==> src/logic/brc_pkg.sv <==
// ============================================================
package brc_pkg;

  // ============================================================
  // Register map (byte addresses)
  localparam logic [15:0] CFG_OFFSET = 16'h101C;
  localparam logic [15:0] STAT_OFFSET = 16'h1020;

  // ============================================================
  // Config register fields
  localparam int EN_BIT = 0;
  localparam int EDGE_BIT = 1;
  localparam int HOLD_BIT = 2;
  localparam int LAT_LSB = 8;
  localparam int LEN_LSB = 12;
  localparam logic [15:0] CFG_RESET = 16'h0000;
  localparam logic [15:0] CFG_WMASK = 16'hFF07;
  localparam logic [3:0] LEN_MAX = 4'hA;

  // ============================================================
  // Status register fields
  localparam int ST_BUSY_BIT = 0;
  localparam int ST_UNDER_BIT = 1;
  localparam int ST_EMPTY_BIT = 2;
  localparam int ST_FULL_BIT = 3;

  // ============================================================
  // Data path sizes
  localparam int DATA_W = 16;
  localparam int FIFO_DEPTH = 8;
  localparam int WORDS_W = 11;
  localparam logic [4:0] LAT_BASE = 5'h01;

  // ============================================================
  // Burst sequencer states
  typedef enum logic [1:0] {
    BRC_IDLE,
    BRC_LATENCY,
    BRC_DATA
  } brc_state_t;

endpackage : brc_pkg

==> src/logic/brc_top.sv <==
// The Avalon-MM interface to the registers was left to the implementer.
`timescale 1ns/1ps
module brc_top (
  // Clock and reset
  input wire logic ref_clk,
  input wire logic arst_n,
  // Avalon-MM slave
  input wire logic [15:0] avs_address,
  input wire logic avs_read,
  input wire logic avs_write,
  input wire logic [31:0] avs_writedata,
  input wire logic [3:0] avs_byteenable,
  output logic [31:0] avs_readdata,
  output logic avs_waitrequest,
  // Host link pins
  input wire logic burst_clk,
  input wire logic chip_sel_n,
  input wire logic out_en_n,
  output logic [15:0] d_out,
  output logic d_oe,
  // Word source from the array side
  input wire logic [15:0] src_data,
  input wire logic src_valid,
  output logic src_ready
);

  // ============================================================
  // Helpers
  function automatic logic brc_hit(input logic [15:0] addr, input logic [15:0] off);
    brc_hit = (addr[15:2] == off[15:2]);
  endfunction : brc_hit

  function automatic logic [10:0] brc_words(input logic [3:0] len, input logic hold);
    logic [3:0] l;
    l = (len > brc_pkg::LEN_MAX) ? brc_pkg::LEN_MAX : len;
    if (hold)
      brc_words = (l == 4'h0) ? 11'h001 : (11'h001 << (l - 4'h1));
    else
      brc_words = 11'h001 << l;
  endfunction : brc_words

  // ============================================================
  // Declarations
  logic [2:0] pins_s;
  logic clk_prev;
  logic rise;
  logic fall;
  logic strobes_on;
  logic ack;
  logic next_ack;
  logic [15:0] cfg;
  logic [15:0] next_cfg;
  logic [31:0] next_rdata;
  logic under;
  logic next_under;
  logic req;
  logic wr_take;
  brc_pkg::brc_state_t state;
  brc_pkg::brc_state_t next_state;
  logic [4:0] lat_cnt;
  logic [4:0] next_lat_cnt;
  logic [10:0] rem;
  logic [10:0] next_rem;
  logic hold_ph;
  logic next_hold_ph;
  logic [15:0] next_d_out;
  logic load_word;
  logic samp;
  logic [4:0] lat_tgt;
  logic [15:0] fifo_data;
  logic fifo_valid;
  logic fifo_full;
  logic fifo_empty;
  logic cfg_en;
  logic cfg_edge;
  logic cfg_hold;

  assign cfg_en = cfg[brc_pkg::EN_BIT];
  assign cfg_edge = cfg[brc_pkg::EDGE_BIT];
  assign cfg_hold = cfg[brc_pkg::HOLD_BIT];

  // ============================================================
  // Pin sampling and clock edges
  brc_sync #(.WIDTH(3)) u_sync (
    .clk(ref_clk),
    .arst_n(arst_n),
    .din({burst_clk, chip_sel_n, out_en_n}),
    .dout(pins_s)
  );

  // Previous burst clock level
  always_ff @(posedge ref_clk or negedge arst_n)
  begin
    if (!arst_n)
      clk_prev <= 1'b1;
    else
      clk_prev <= pins_s[2];
  end

  assign rise = cfg_en && pins_s[2] && !clk_prev;
  assign fall = cfg_en && !pins_s[2] && clk_prev;
  assign strobes_on = !pins_s[1] && !pins_s[0];

  // ============================================================
  // Avalon-MM register slave, one wait state
  assign req = avs_read || avs_write;
  assign avs_waitrequest = req && !ack;
  assign wr_take = avs_write && ack;

  // Register next values
  always_comb
  begin
    next_ack = req && !ack;
    next_cfg = cfg;
    next_under = under;
    next_rdata = avs_readdata;
    if (wr_take && brc_hit(avs_address, brc_pkg::CFG_OFFSET))
    begin
      if (avs_byteenable[0])
        next_cfg[7:0] = avs_writedata[7:0] & brc_pkg::CFG_WMASK[7:0];
      if (avs_byteenable[1])
        next_cfg[15:8] = avs_writedata[15:8] & brc_pkg::CFG_WMASK[15:8];
    end
    if (wr_take && avs_byteenable[0] && brc_hit(avs_address, brc_pkg::STAT_OFFSET)
        && avs_writedata[brc_pkg::ST_UNDER_BIT])
      next_under = 1'b0;
    // Underrun set wins over clear
    if (load_word && !fifo_valid)
      next_under = 1'b1;
    if (avs_read && !ack)
    begin
      next_rdata = 32'h0000_0000;
      if (brc_hit(avs_address, brc_pkg::CFG_OFFSET))
        next_rdata[15:0] = cfg;
      else if (brc_hit(avs_address, brc_pkg::STAT_OFFSET))
      begin
        next_rdata[brc_pkg::ST_BUSY_BIT] = (state != brc_pkg::BRC_IDLE);
        next_rdata[brc_pkg::ST_UNDER_BIT] = under;
        next_rdata[brc_pkg::ST_EMPTY_BIT] = fifo_empty;
        next_rdata[brc_pkg::ST_FULL_BIT] = fifo_full;
      end
    end
  end

  always_ff @(posedge ref_clk or negedge arst_n)
  begin
    if (!arst_n)
    begin
      ack <= 1'b0;
      cfg <= brc_pkg::CFG_RESET;
      under <= 1'b0;
      avs_readdata <= 32'h0000_0000;
    end
    else
    begin
      ack <= next_ack;
      cfg <= next_cfg;
      under <= next_under;
      avs_readdata <= next_rdata;
    end
  end

  // ============================================================
  // Word buffer between array side and link
  brc_fifo #(.WIDTH(brc_pkg::DATA_W), .DEPTH(brc_pkg::FIFO_DEPTH)) u_fifo (
    .clk(ref_clk),
    .arst_n(arst_n),
    .wr_data(src_data),
    .wr_valid(src_valid),
    .wr_ready(src_ready),
    .rd_data(fifo_data),
    .rd_valid(fifo_valid),
    .rd_ready(load_word),
    .full(fifo_full),
    .empty(fifo_empty)
  );

  // ============================================================
  // Burst sequencer
  // start sampled on falling edge if EDGE_BIT set, else on rising edge
  assign samp = cfg_edge ? fall : rise;
  assign lat_tgt = brc_pkg::LAT_BASE + {1'b0, cfg[brc_pkg::LAT_LSB +: 4]} + {4'h0, cfg_edge};

  // Sequencer next values
  always_comb
  begin
    next_state = state;
    next_lat_cnt = lat_cnt;
    next_rem = rem;
    next_hold_ph = hold_ph;
    load_word = 1'b0;
    case (state)
      brc_pkg::BRC_IDLE:
      begin
        if (samp && strobes_on)
        begin
          next_state = brc_pkg::BRC_LATENCY;
          next_lat_cnt = 5'h00;
        end
      end
      brc_pkg::BRC_LATENCY:
      begin
        if (rise)
        begin
          next_lat_cnt = lat_cnt + 5'h01;
          if (next_lat_cnt == lat_tgt)
          begin
            load_word = 1'b1;
            next_state = brc_pkg::BRC_DATA;
            next_hold_ph = 1'b0;
            next_rem = brc_words(cfg[brc_pkg::LEN_LSB +: 4], cfg_hold) - 11'h001;
          end
        end
      end
      brc_pkg::BRC_DATA:
      begin
        if (rise)
        begin
          if (cfg_hold && !hold_ph)
            next_hold_ph = 1'b1;
          else if (rem == 11'h000)
            next_state = brc_pkg::BRC_IDLE;
          else
          begin
            load_word = 1'b1;
            next_rem = rem - 11'h001;
            next_hold_ph = 1'b0;
          end
        end
      end
      default:
        next_state = brc_pkg::BRC_IDLE;
    endcase
    if (state != brc_pkg::BRC_IDLE && (!strobes_on || !cfg_en))
    begin
      next_state = brc_pkg::BRC_IDLE;
      load_word = 1'b0;
    end
  end

  // Output word, kept on underrun
  always_comb
  begin
    next_d_out = d_out;
    if (load_word && fifo_valid)
      next_d_out = fifo_data;
  end

  // Sequencer registers
  always_ff @(posedge ref_clk or negedge arst_n)
  begin
    if (!arst_n)
    begin
      state <= brc_pkg::BRC_IDLE;
      lat_cnt <= 5'h00;
      rem <= 11'h000;
      hold_ph <= 1'b0;
      d_out <= 16'h0000;
    end
    else
    begin
      state <= next_state;
      lat_cnt <= next_lat_cnt;
      rem <= next_rem;
      hold_ph <= next_hold_ph;
      d_out <= next_d_out;
    end
  end

  assign d_oe = (state == brc_pkg::BRC_DATA) && strobes_on;

  // ============================================================
  // Checks
  logic [4:0] rises_seen;
  logic [10:0] loads_seen;
  logic boot_done;

  // Helper counters for checks
  always_ff @(posedge ref_clk or negedge arst_n)
  begin
    if (!arst_n)
    begin
      rises_seen <= 5'h00;
      loads_seen <= 11'h000;
      boot_done <= 1'b0;
    end
    else
    begin
      boot_done <= 1'b1;
      if (state == brc_pkg::BRC_IDLE)
        rises_seen <= 5'h00;
      else if (rise && rises_seen != 5'h1F)
        rises_seen <= rises_seen + 5'h01;
      if (state == brc_pkg::BRC_IDLE)
        loads_seen <= 11'h000;
      else if (load_word)
        loads_seen <= loads_seen + 11'h001;
    end
  end
endmodule : brc_top

==> src/logic/brc_sync.sv <==
`timescale 1ns/1ps
module brc_sync #(
  parameter int WIDTH = 3
) (
  // Clock and reset
  input wire logic clk,
  input wire logic arst_n,
  // Async inputs and synced outputs
  input wire logic [WIDTH-1:0] din,
  output logic [WIDTH-1:0] dout
);

  logic [WIDTH-1:0] stage1;

  // Two flip-flop synchroniser, idles high
  always_ff @(posedge clk or negedge arst_n)
  begin
    if (!arst_n)
    begin
      stage1 <= '1;
      dout <= '1;
    end
    else
    begin
      stage1 <= din;
      dout <= stage1;
    end
  end

endmodule : brc_sync

==> src/logic/brc_fifo.sv <==
`timescale 1ns/1ps
module brc_fifo #(
  parameter int WIDTH = 16,
  parameter int DEPTH = 8
) (
  // Clock and reset
  input wire logic clk,
  input wire logic arst_n,
  // Write side
  input wire logic [WIDTH-1:0] wr_data,
  input wire logic wr_valid,
  output logic wr_ready,
  // Read side
  output logic [WIDTH-1:0] rd_data,
  output logic rd_valid,
  input wire logic rd_ready,
  // Levels
  output logic full,
  output logic empty
);

  localparam int AW = $clog2(DEPTH);

  logic [WIDTH-1:0] mem [DEPTH];
  logic [AW:0] wr_ptr;
  logic [AW:0] rd_ptr;
  logic [AW:0] next_wr_ptr;
  logic [AW:0] next_rd_ptr;
  logic push;
  logic pop;

  // Flags and handshakes
  assign empty = (wr_ptr == rd_ptr);
  assign full = (wr_ptr[AW-1:0] == rd_ptr[AW-1:0]) && (wr_ptr[AW] != rd_ptr[AW]);
  assign wr_ready = !full;
  assign rd_valid = !empty;
  assign rd_data = mem[rd_ptr[AW-1:0]];
  assign push = wr_valid && !full;
  assign pop = rd_ready && !empty;

  // Pointer next values
  always_comb
  begin
    next_wr_ptr = push ? wr_ptr + 1'b1 : wr_ptr;
    next_rd_ptr = pop ? rd_ptr + 1'b1 : rd_ptr;
  end

  // Pointer registers
  always_ff @(posedge clk or negedge arst_n)
  begin
    if (!arst_n)
    begin
      wr_ptr <= '0;
      rd_ptr <= '0;
    end
    else
    begin
      wr_ptr <= next_wr_ptr;
      rd_ptr <= next_rd_ptr;
    end
  end

  // Storage array
  always_ff @(posedge clk)
  begin
    if (push)
    begin
      mem[wr_ptr[AW-1:0]] <= wr_data;
    end
  end

endmodule : brc_fifo

==> config.mk <==
export PLATFORM = sky130hd
export DESIGN_NAME = brc_top
export DESIGN_NICKNAME = d
export VERILOG_FILES = /design/src/logic/brc_pkg.sv /design/src/logic/brc_top.sv /design/src/logic/brc_sync.sv /design/src/logic/brc_fifo.sv
export SDC_FILE = /design/constraint.sdc
export NUM_CORES = 1
export LEC_CHECK = 0
export BUFFER_PORTS_ARGS = -buffer_cell sky130_fd_sc_hd__buf_2
export CORE_UTILIZATION = 50
export CTS_CLUSTER_DIAMETER = 80
export DETAILED_ROUTE_END_ITERATION = 10
export PLACE_DENSITY = 0.71
export SYNTH_ARGS = -nofsm -noshare
export SYNTH_HDL_FRONTEND = slang
export SYNTH_HIERARCHICAL = 1
export SYNTH_SLANG_ARGS = --single-unit
==> constraint.sdc <==
create_clock -name ref_clk -period 4.9 [get_ports ref_clk]
set_clock_uncertainty 0.2 [all_clocks]
set_input_delay 1.47 -clock ref_clk [delete_from_list [all_inputs] [get_ports ref_clk]]
set_output_delay 1.47 -clock ref_clk [all_outputs]
set_load 0.02 [all_outputs]
==> impl_metrics.yaml, run 1 <==
status:
  status: "completed"
critical_path:
  r2r_cells: 10
  critical_path_arrival_ns: 2.62
  start_kind: "register"
  crit_path_max_fanout: 12
  crit_path_end_kind: "output port"
  crit_type: "reg2out"
  required_ns: 3.23
synthesis:
  synth_simple_gate_area_share_pct: 8.84
  synth-seq-cells: 203
  synthTopCellsByArea: "edfxtp_1 (41%), dfrtp_1 (18%), mux4_2 (5.3%)"
  synthesis.area_um2: 9430
  syn_avg_cell_area_um2: 14.7
  synth-xor-area-share_pct: 3.05
  post-synth-top-area-cell: "edfxtp_1"
  synth_cells: 640
  postSynth.asyncResetShare_pct: 36.9
  synth-compound-area-share_pct: 7.14
  synth_edf_count: 128
  yosys-mux-area-fraction_pct: 14.5
  synthAdderAreaFrac_pct: 1.33
  synth.distinct_cells: 77
  seq_area_frac_synth_pct: 60.8
  synth_top_family_by_area: "multiplexers"
  synth_top_area_share_pct: 40.8
  ys_warn_count: 6
  synth-main-ff-cell: "edfxtp_1"
power:
  p_total_uw: 4440
  seqPwrFrac_pct: 47.7
  internal_power_uw: 3240
  powerDensity_nw_per_um2: 414
  pwr-share-clk_pct: 37.3
  power.switching_uw: 1200
  switching_share_pct: 27.1
  p_comb_share_pct: 14.9
  irDropWorstVdd_v: 0.000322
  p_leak_uw: 0.00413
clocking:
  cts_sinks: 203
  ctsResizeCount: 0
  htreeDepth: 1
  cts_tree: "yes"
  cts_buffers: 23
  worstSkewPairLatency_ns: 0.52
  cts_setup_buffers: 0
  cts_buffer_depth: 3
  clk_pin_slew_ns: 0.06
  ctsHoldBuffers: 0
  root_buffer: "clkbuf_16"
route:
  totalWireLength_um: 19300
  drc_errors: 0
  avgViaCountPerCell: 5.85
  vias: 5684
  drtPass1Iterations: 4
  antenna_left: 0
  wl_per_cell_um: 19.8
  drt_iter0_markers: 475
die:
  initial_core_util_pct: 51.8
  dieWidth_um: 139
  die-area_um2: 19400
  ios: 127
  core_area_um2: 18200
  die_h_um: 139
  rows: 49
grt:
  grt_pass1_vias: 5788
  grt_max_degree: 76
  grt_first_pass_wirelength_um: 31000
  grt_usage_pct: 20.5
  overflow: 0
  antenna_found_initial: 1
min_path:
  hold_path.class: "reg2reg"
  hold_depth: 0
timing:
  hold_violations: 0
  fin_crit_sh_pct: 87.6
  worst_pin_slew_ns: 1.09
  setup-tns-final_ns: 0
  slew_viol_final: 0
  setup_violations: 0
  maxSlewHeadroom_pct: 27.2
  rsz0062_at_grt: "no"
  fin_crit_ns: 4.29
  max_freq_mhz: 233
placement:
  dp_hpwl_um: 12400
  gp_congestion: 0.847
  numPortBuffers: 81
cells_and_area:
  drive_above_1_share_pct: 30.0
  utilization_pct: 58.9
  diodes: 0
  fillers: 1408
  final_nets: 812
  area_delta_synth_final_pct: 13.8
job:
  maxCapViolCount: 0
## layer usage
layer | vias to the layer above | global-route usage [%] | routed length [µm]
met2 | 163 | 34.9 | 9610
met3 | 40 | 4.20 | 968
met5 | - | 0 | 13
li1 | 2599 | - | -
met4 | 2 | 7.54 | 550
met1 | 2880 | 26.1 | 8110
## placed cells by master (no fill, tap or decap), types with 5 or more instances in the layout
cell / netlist / routed
a22oi_1: 5 / 5
nand2b_1: 5 / 5
nor2_1: 19 / 19
xnor2_1: 18 / 18
nand4_1: 7 / 7
xor2_1: 8 / 8
ha_1: 10 / 10
buf_4: 22 / 13
mux2_4: 10 / 10
o21ai_0: 27 / 27
buf_2: 5 / 80
mux2_2: 37 / 37
clkbuf_16: 0 / 23
dfstp_2: 7 / 7
nor4_1: 9 / 7
nand3_1: 15 / 15
clkbuf_1: 16 / 7
clkinv_1: 2 / 6
dfrtp_1: 68 / 67
a21oi_1: 14 / 14
edfxtp_1: 128 / 128
nor3_1: 13 / 12
mux4_1: 10 / 10
inv_1: 15 / 15
mux4_2: 22 / 22
conb_1: 1 / 20
nand2_1: 50 / 50
## power by group through the flow
stage / clock network (µW) / logic (µW) / registers (µW)
2_1_floorplan: 0 / 502 / 2090
3_3_place_gp: 0 / 636 / 2130
3_5_place_dp: 0 / 666 / 2150
4_1_cts: 1700 / 667 / 2120
5_1_grt: 1760 / 726 / 2140
6_report: 1660 / 662 / 2120
## synthesized netlist by cell type (7+ instances only)
library cell  number
mux2_4            10
clkbuf_1          16
o21ai_0           27
xor2_1             8
a21oi_1           14
nand2_1           50
nand4_1            7
ha_1              10
mux2_2            37
edfxtp_1         128
dfstp_2            7
dfrtp_1           68
mux4_1            10
buf_4             22
inv_1             15
nor3_1            13
nor2_1            19
nor4_1             9
nand3_1           15
buf_6              7
xnor2_1           18
mux4_2            22
## cell families after synthesis
family                   after synthesis
AO/OA/AOI/OAI                         92
XOR/XNOR                              29
adder cells (fa/ha/maj)               10
buffers and inverters                 68
flip-flops                           203
multiplexers                          83
other                                  1
AND/OR/NAND/NOR                      154
## metrics by stage
step,instance area (µm²),hold slack (ns),setup WS [ns],std cells
final,10700,0.155,0.608,972
after global routing,10700,0.157,0.474,972
after CTS,10700,0.156,0.570,972
after detailed placement,9990,0.148,1.06,930
after global placement,9990,0.147,1.12,930
after floorplan,9500,0.145,0.964,659
## registers in the layout (all words and copies together) (netlist names)
name,count
cfg,11
d_out,16
u_fifo/rd_ptr,4
clk_prev,1
lat_cnt,5
u_sync/dout,3
u_sync/stage1,3
u_fifo/mem,128
rem,11
ack,1
under,1
hold_ph,1
state,2
u_fifo/wr_ptr,4
avs_readdata,12
## critical path, stage by stage, from the launching register on
cell	delay [ns]
dfrtp_1	0.69
xor2_2	0.25
nor4_4	0.82
inv_1	0.14
buf_2	0.20
## path summary, 6_finish.rpt
path	from	to	slack (ns)
max	u_fifo/wr_ptr[0]	src_ready	0.61
min	u_sync/stage1[2]	u_sync/dout[2]	0.15
max reg2reg	lat_cnt[0]	u_fifo/rd_ptr[3]	1.41
min reg2reg	u_sync/stage1[2]	u_sync/dout[2]	0.15
max in group asynchronous	arst_n	u_fifo/rd_ptr[0]	2.88
min in group asynchronous	arst_n	d_out[15]	0.93
## final cells by class
class | count | area [µm²] | share of cell area (%)
Clock buffer | 31 | 616 | 5.74
Clock inverter | 11 | 119 | 1.11
Inverter | 17 | 63.8 | 0.595
Multi-Input combinational cell | 388 | 3410 | 31.8
Sequential cell | 203 | 5730 | 53.4
Tap cell | 229 | 287 | 2.67
Timing Repair Buffer | 93 | 498 | 4.64
Note: power is estimated with default switching activity, not from simulation.
==> run 2, diff against run 1 <==
- ABC_AREA: not set -> 1
==> impl_metrics.yaml, run 2 <==
synthesis:
  synthTopCellsByCount: "nand2_1 (232), edfxtp_1 (128), nor2_1 (127), dfrtp_1 (68), o21ai_0 (60)"
  synth_top_family_by_area: "simple AND/OR/NAND/NOR gates"
  synth_cells: 959
  synthTopCellsByArea: "edfxtp_1 (41%), dfrtp_1 (18%), nand2_1 (9.2%)"
  synth-main-ff-cell: "edfxtp_1"
  synthAdderAreaFrac_pct: 1.32
  postSynth.asyncResetShare_pct: 36.9
  syn_avg_cell_area_um2: 9.85
  synth-xor-area-share_pct: 0.927
  seq_area_frac_synth_pct: 60.7
  yosysMostFrequentCell: "nand2_1"
  post-synth-top-area-cell: "edfxtp_1"
  synth_edf_count: 128
  synth.distinct_cells: 44
  synth_top_area_share_pct: 40.7
  synth-seq-cells: 203
  synth-compound-area-share_pct: 8.73
  synth_simple_gate_area_share_pct: 21.6
  ys_warn_count: 6
  yosys-mux-area-fraction_pct: 0
  synthesis.area_um2: 9440
grt:
  grt_usage_pct: 21.2
  antenna_found_initial: 1
  grt_pass1_vias: 6312
  overflow: 0
  grt_max_degree: 76
  grt_first_pass_wirelength_um: 32600
clocking:
  cts_buffer_depth: 3
  cts_tree: "yes"
  cts_buffers: 23
  worstSkewPairLatency_ns: 0.52
  cts_sinks: 203
  cts_setup_buffers: 0
  clk_pin_slew_ns: 0.06
  root_buffer: "clkbuf_16"
  ctsResizeCount: 0
  ctsHoldBuffers: 0
  htreeDepth: 1
cells_and_area:
  drive_above_1_share_pct: 16.8
  final_cell_mix: "nand2_1 (232), edfxtp_1 (128), nor2_1 (127)"
  largest_reg_flops: 128
  fillers: 1542
  final_nets: 1121
  diodes: 0
  layout.area.seq_um2: 5730
  area_delta_synth_final_pct: 13.5
  multi_input_area_um2: 3150
  layout_commonest_cell: "nand2_1"
route:
  drt_iter0_markers: 489
  antenna_left: 0
  totalWireLength_um: 20400
  drtPass1Iterations: 5
  vias: 6874
  drc_errors: 0
  avgViaCountPerCell: 5.37
  wl_per_cell_um: 15.9
timing:
  rsz0062_at_grt: "no"
  setup_violations: 0
  setup-tns-final_ns: 0
  fin_crit_ns: 3.94
  maxSlewHeadroom_pct: 37.2
  fin_crit_sh_pct: 80.4
  layout_setup_ws_ns: 0.961
  worst_pin_slew_ns: 0.941
  hold_violations: 0
  slew_viol_final: 0
  max_freq_mhz: 254
die:
  ios: 127
  dieWidth_um: 139
  rows: 49
  die-area_um2: 19400
  die_h_um: 139
  core_area_um2: 18200
  initial_core_util_pct: 51.9
critical_path:
  required_ns: 3.23
  r2r_cells: 15
  crit_type: "reg2out"
  rr_startpoint: "cfg[1]"
  start_kind: "register"
  critical_path_arrival_ns: 2.27
  crit_path_end_kind: "output port"
  crit_path_max_fanout: 18
  reg2reg_to: "u_fifo/rd_ptr[0]"
  r2r_slack_ns: 2.14
placement:
  dp_slack_ns: 1.26
  dp_hpwl_um: 12700
  numPortBuffers: 81
  gp_congestion: 0.910
power:
  p_leak_uw: 0.00467
  powerDensity_nw_per_um2: 501
  irDropWorstVdd_v: 0.000328
min_path:
  hold_depth: 0
  hold_path.class: "reg2reg"
  hold-path-endpoint: "u_sync/dout[0]"
  hp-start: "u_sync/stage1[0]"
status:
  status: "completed"
job:
  maxCapViolCount: 0
## run 2: cell count changes after synthesis, moves of 11 or more
| cell | change |
|---|---|
| buf_2 | +13 |
| o21ai_1 | +21 |
| nand3_1 | +31 |
| nor2_1 | +108 |
| o21ai_0 | +33 |
| xnor2_1 | -15 |
| nand2_1 | +182 |
| nand4_1 | +19 |
| mux4_2 | -22 |
| inv_1 | +37 |
| nor3_1 | -11 |
| o22ai_1 | +30 |
| mux2_2 | -37 |
## run 2: critical path, stage by stage, from the launching register on
cell	delay (ns)
dfrtp_1	0.41
inv_1	0.10
ha_1	0.58
inv_2	0.28
nor2_1	0.20
buf_2	0.18
## run 2: kinds of logic (layout without fill, tap and decap cells)
logic type / Yosys count / count (layout)
simple gates: 465 / 465
flops: 203 / 203
compound gates: 145 / 145
buf+inv: 125 / 199
fa+ha+maj: 10 / 10
xor+xnor: 10 / 10
other cells: 1 / 20
## run 2: layer usage
metal  part of all wire (%)  vias up  GRT usage [%]
li1                       -     3384              -
met1                     44     3260           28.2
met2                     49      189           36.2
met3                    5.2       39           3.51
met4                    2.0        2           5.26
met5                  0.039        -              0
## run 2: power by group
group | leakage [µW] | internal, µW | switching (µW) | total [µW]
clock network | 0.000395 | 1140 | 680 | 1820
registers | 0.00210 | 2090 | 123 | 2210
logic | 0.00218 | 405 | 942 | 1350
total | 0.00467 | 3630 | 1750 | 5370
## run 2: worst max-delay path by stage
stage / startpoint / to / depth (start not counted) / slack (ns)
5_1_grt: state[0] / d_oe / 5 / 0.82
6_report: state[0] / d_oe / 5 / 0.96
4_1_cts: state[0] / d_oe / 5 / 0.99
3_5_place_dp: avs_address[15] / cfg[12] / 9 / 1.26
3_3_place_gp: avs_address[15] / cfg[13] / 9 / 1.28
2_1_floorplan: avs_write / avs_waitrequest / 2 / 1.43
## run 2: stage by stage
stage | hold slack [ns] | instance area [µm²] | power, µW | utilization, % | cells
global placement | 0.146 | 9910 | 3540 | 54.4 | 1239
detailed placement | 0.147 | 9910 | 3580 | 54.4 | 1239
floorplan | 0.145 | 9520 | 3250 | - | 978
finish | 0.154 | 10700 | 5370 | 58.9 | 1281
global route | 0.160 | 10700 | 5670 | 58.9 | 1281
CTS | 0.155 | 10700 | 5400 | 58.9 | 1281
## run 2: area by class of cell
class | instances | area share, %
multi-input cells | 650 | 29.4
well taps | 229 | 2.67
clock buffers | 27 | 5.51
inverters | 64 | 2.28
flip-flops and latches | 203 | 53.4
clock inverters | 15 | 2.05
repair buffers | 93 | 4.64
==> run 3, diff against run 2 <==
- PLACE_DENSITY: 0.71 -> 0.74
- clock period: 4.9 -> 3.62 ns (I/O delays scaled with it)
==> impl_metrics.yaml, run 3 (synthesized netlist as in run 2, its figures left out) <==
route:
  drc_errors: 0
  wl_per_cell_um: 15.8
  antenna_left: 0
  totalWireLength_um: 20300
  avgViaCountPerCell: 5.37
  drt_iter0_markers: 447
  drtPass1Iterations: 5
  vias: 6909
die:
  die_h_um: 139
  initial_core_util_pct: 51.9
  ios: 127
  dieWidth_um: 139
  core_area_um2: 18200
  die-area_um2: 19400
  rows: 49
critical_path:
  critPathLaunch: "u_fifo/rd_ptr[1]"
  crit_path_max_fanout: 36
  start_kind: "register"
  crit_path_end_kind: "output port"
  crit_type: "reg2out"
  required_ns: 2.33
  critical_path_arrival_ns: 2.00
  rr_startpoint: "cfg[1]"
cells_and_area:
  utilization_pct: 58.9
  drive_above_1_share_pct: 17.2
  final_cell_mix: "nand2_1 (232), edfxtp_1 (128), nor2_1 (127)"
  fillers: 1506
  layout_commonest_cell: "nand2_1"
  final_nets: 1127
  largest_reg_flops: 128
  area_delta_synth_final_pct: 13.5
power:
  p_leak_uw: 0.00467
  irDropWorstVdd_v: 0.000391
  powerDensity_nw_per_um2: 667
clocking:
  cts_setup_buffers: 0
  htreeDepth: 1
  worstSkewPairLatency_ns: 0.52
  root_buffer: "clkbuf_16"
  ctsHoldBuffers: 0
  ctsResizeCount: 0
  cts_buffer_depth: 3
  cts_sinks: 203
  cts_buffers: 23
  cts_tree: "yes"
  clk_pin_slew_ns: 0.06
grt:
  overflow: 0
  grt_first_pass_wirelength_um: 33100
  antenna_found_initial: 2
  grt_pass1_vias: 6580
  grt_max_degree: 76
  grt_usage_pct: 21.5
timing:
  worst_pin_slew_ns: 0.943
  rsz0062_at_grt: "no"
  maxSlewHeadroom_pct: 37.2
  setup-tns-final_ns: 0
  fin_crit_sh_pct: 90.8
  max_freq_mhz: 304
  hold_violations: 0
  setup_violations: 0
  slew_viol_final: 0
  fin_crit_ns: 3.29
  holdWs_ns: 0.154
min_path:
  hp-start: "u_sync/stage1[1]"
  hold_path.class: "reg2reg"
placement:
  dp_hpwl_um: 12700
  gp_congestion: 0.869
  numPortBuffers: 81
status:
  status: "completed"
job:
  maxCapViolCount: 0
run 3: cell types whose count changed in the layout (fill, tap and decap cells not counted), sizes merged:
cell / before / now
diode: 0 / 1
clkbuf: 27 / 26
clkinv: 9 / 12
inv: 64 / 63
buf: 93 / 99
bufinv: 5 / 3
run 3: report_power, final:
| part | switching (µW) | internal (µW) |
|---|---|---|
| clock network | 913 | 1400 |
| registers | 162 | 2830 |
| logic | 1290 | 562 |
| total | 2360 | 4790 |
run 3: final cells by class:
cell class                 instances  area (µm²)  area share [%]
antenna                            1        2.50          0.0233
clock buffer                      26         597            5.57
clock inverter                    15         165            1.54
inverter                          64         244            2.28
multi-input combinational        650        3150            29.4
sequential                       203        5730            53.5
tap                              229         287            2.67
timing repair buffer              99         543            5.07
run 3: metal layers:
metal	global-route usage (%)	vias to the layer above	wire [µm]
met4	6.90	4	515
met5	0	-	26
met1	27.4	3247	8600
met3	3.58	44	1230
met2	37.5	207	9960
li1	-	3407	-
run 3: worst max-delay path, cell delays in order, from the launching register on:
cell,delay [ns]
dfrtp_1,0.40
buf_4,0.39
nand2_1,0.15
nand2_1,0.15
nand4_4,0.18
buf_2,0.21
run 3: final timing paths:
| check | endpoint | slack (ns) | cells past startpoint |
|---|---|---|---|
| worst min-delay path | u_sync/dout[1] | 0.15 | 0 |
| worst min register to register | u_sync/dout[1] | 0.15 | 0 |
| worst max register to register | rem[5] | 0.92 | 13 |
| max in group asynchronous | u_fifo/rd_ptr[0] | 2.04 | 1 |
| worst max-delay path | src_ready | 0.33 | 5 |
| min in group asynchronous | avs_readdata[8] | 0.51 | 1 |
run 3: per-stage QoR:
step / instances / setup WS (ns) / power, µW / area (µm²)
after detailed placement: 1245 / 0.631 / 4870 / 9960
after CTS: 1286 / 0.333 / 7200 / 10700
final: 1287 / 0.332 / 7150 / 10700
after global placement: 1245 / 0.687 / 4800 / 9960
after floorplan: 978 / 0.918 / 4400 / 9520
after global routing: 1286 / 0.214 / 7550 / 10700
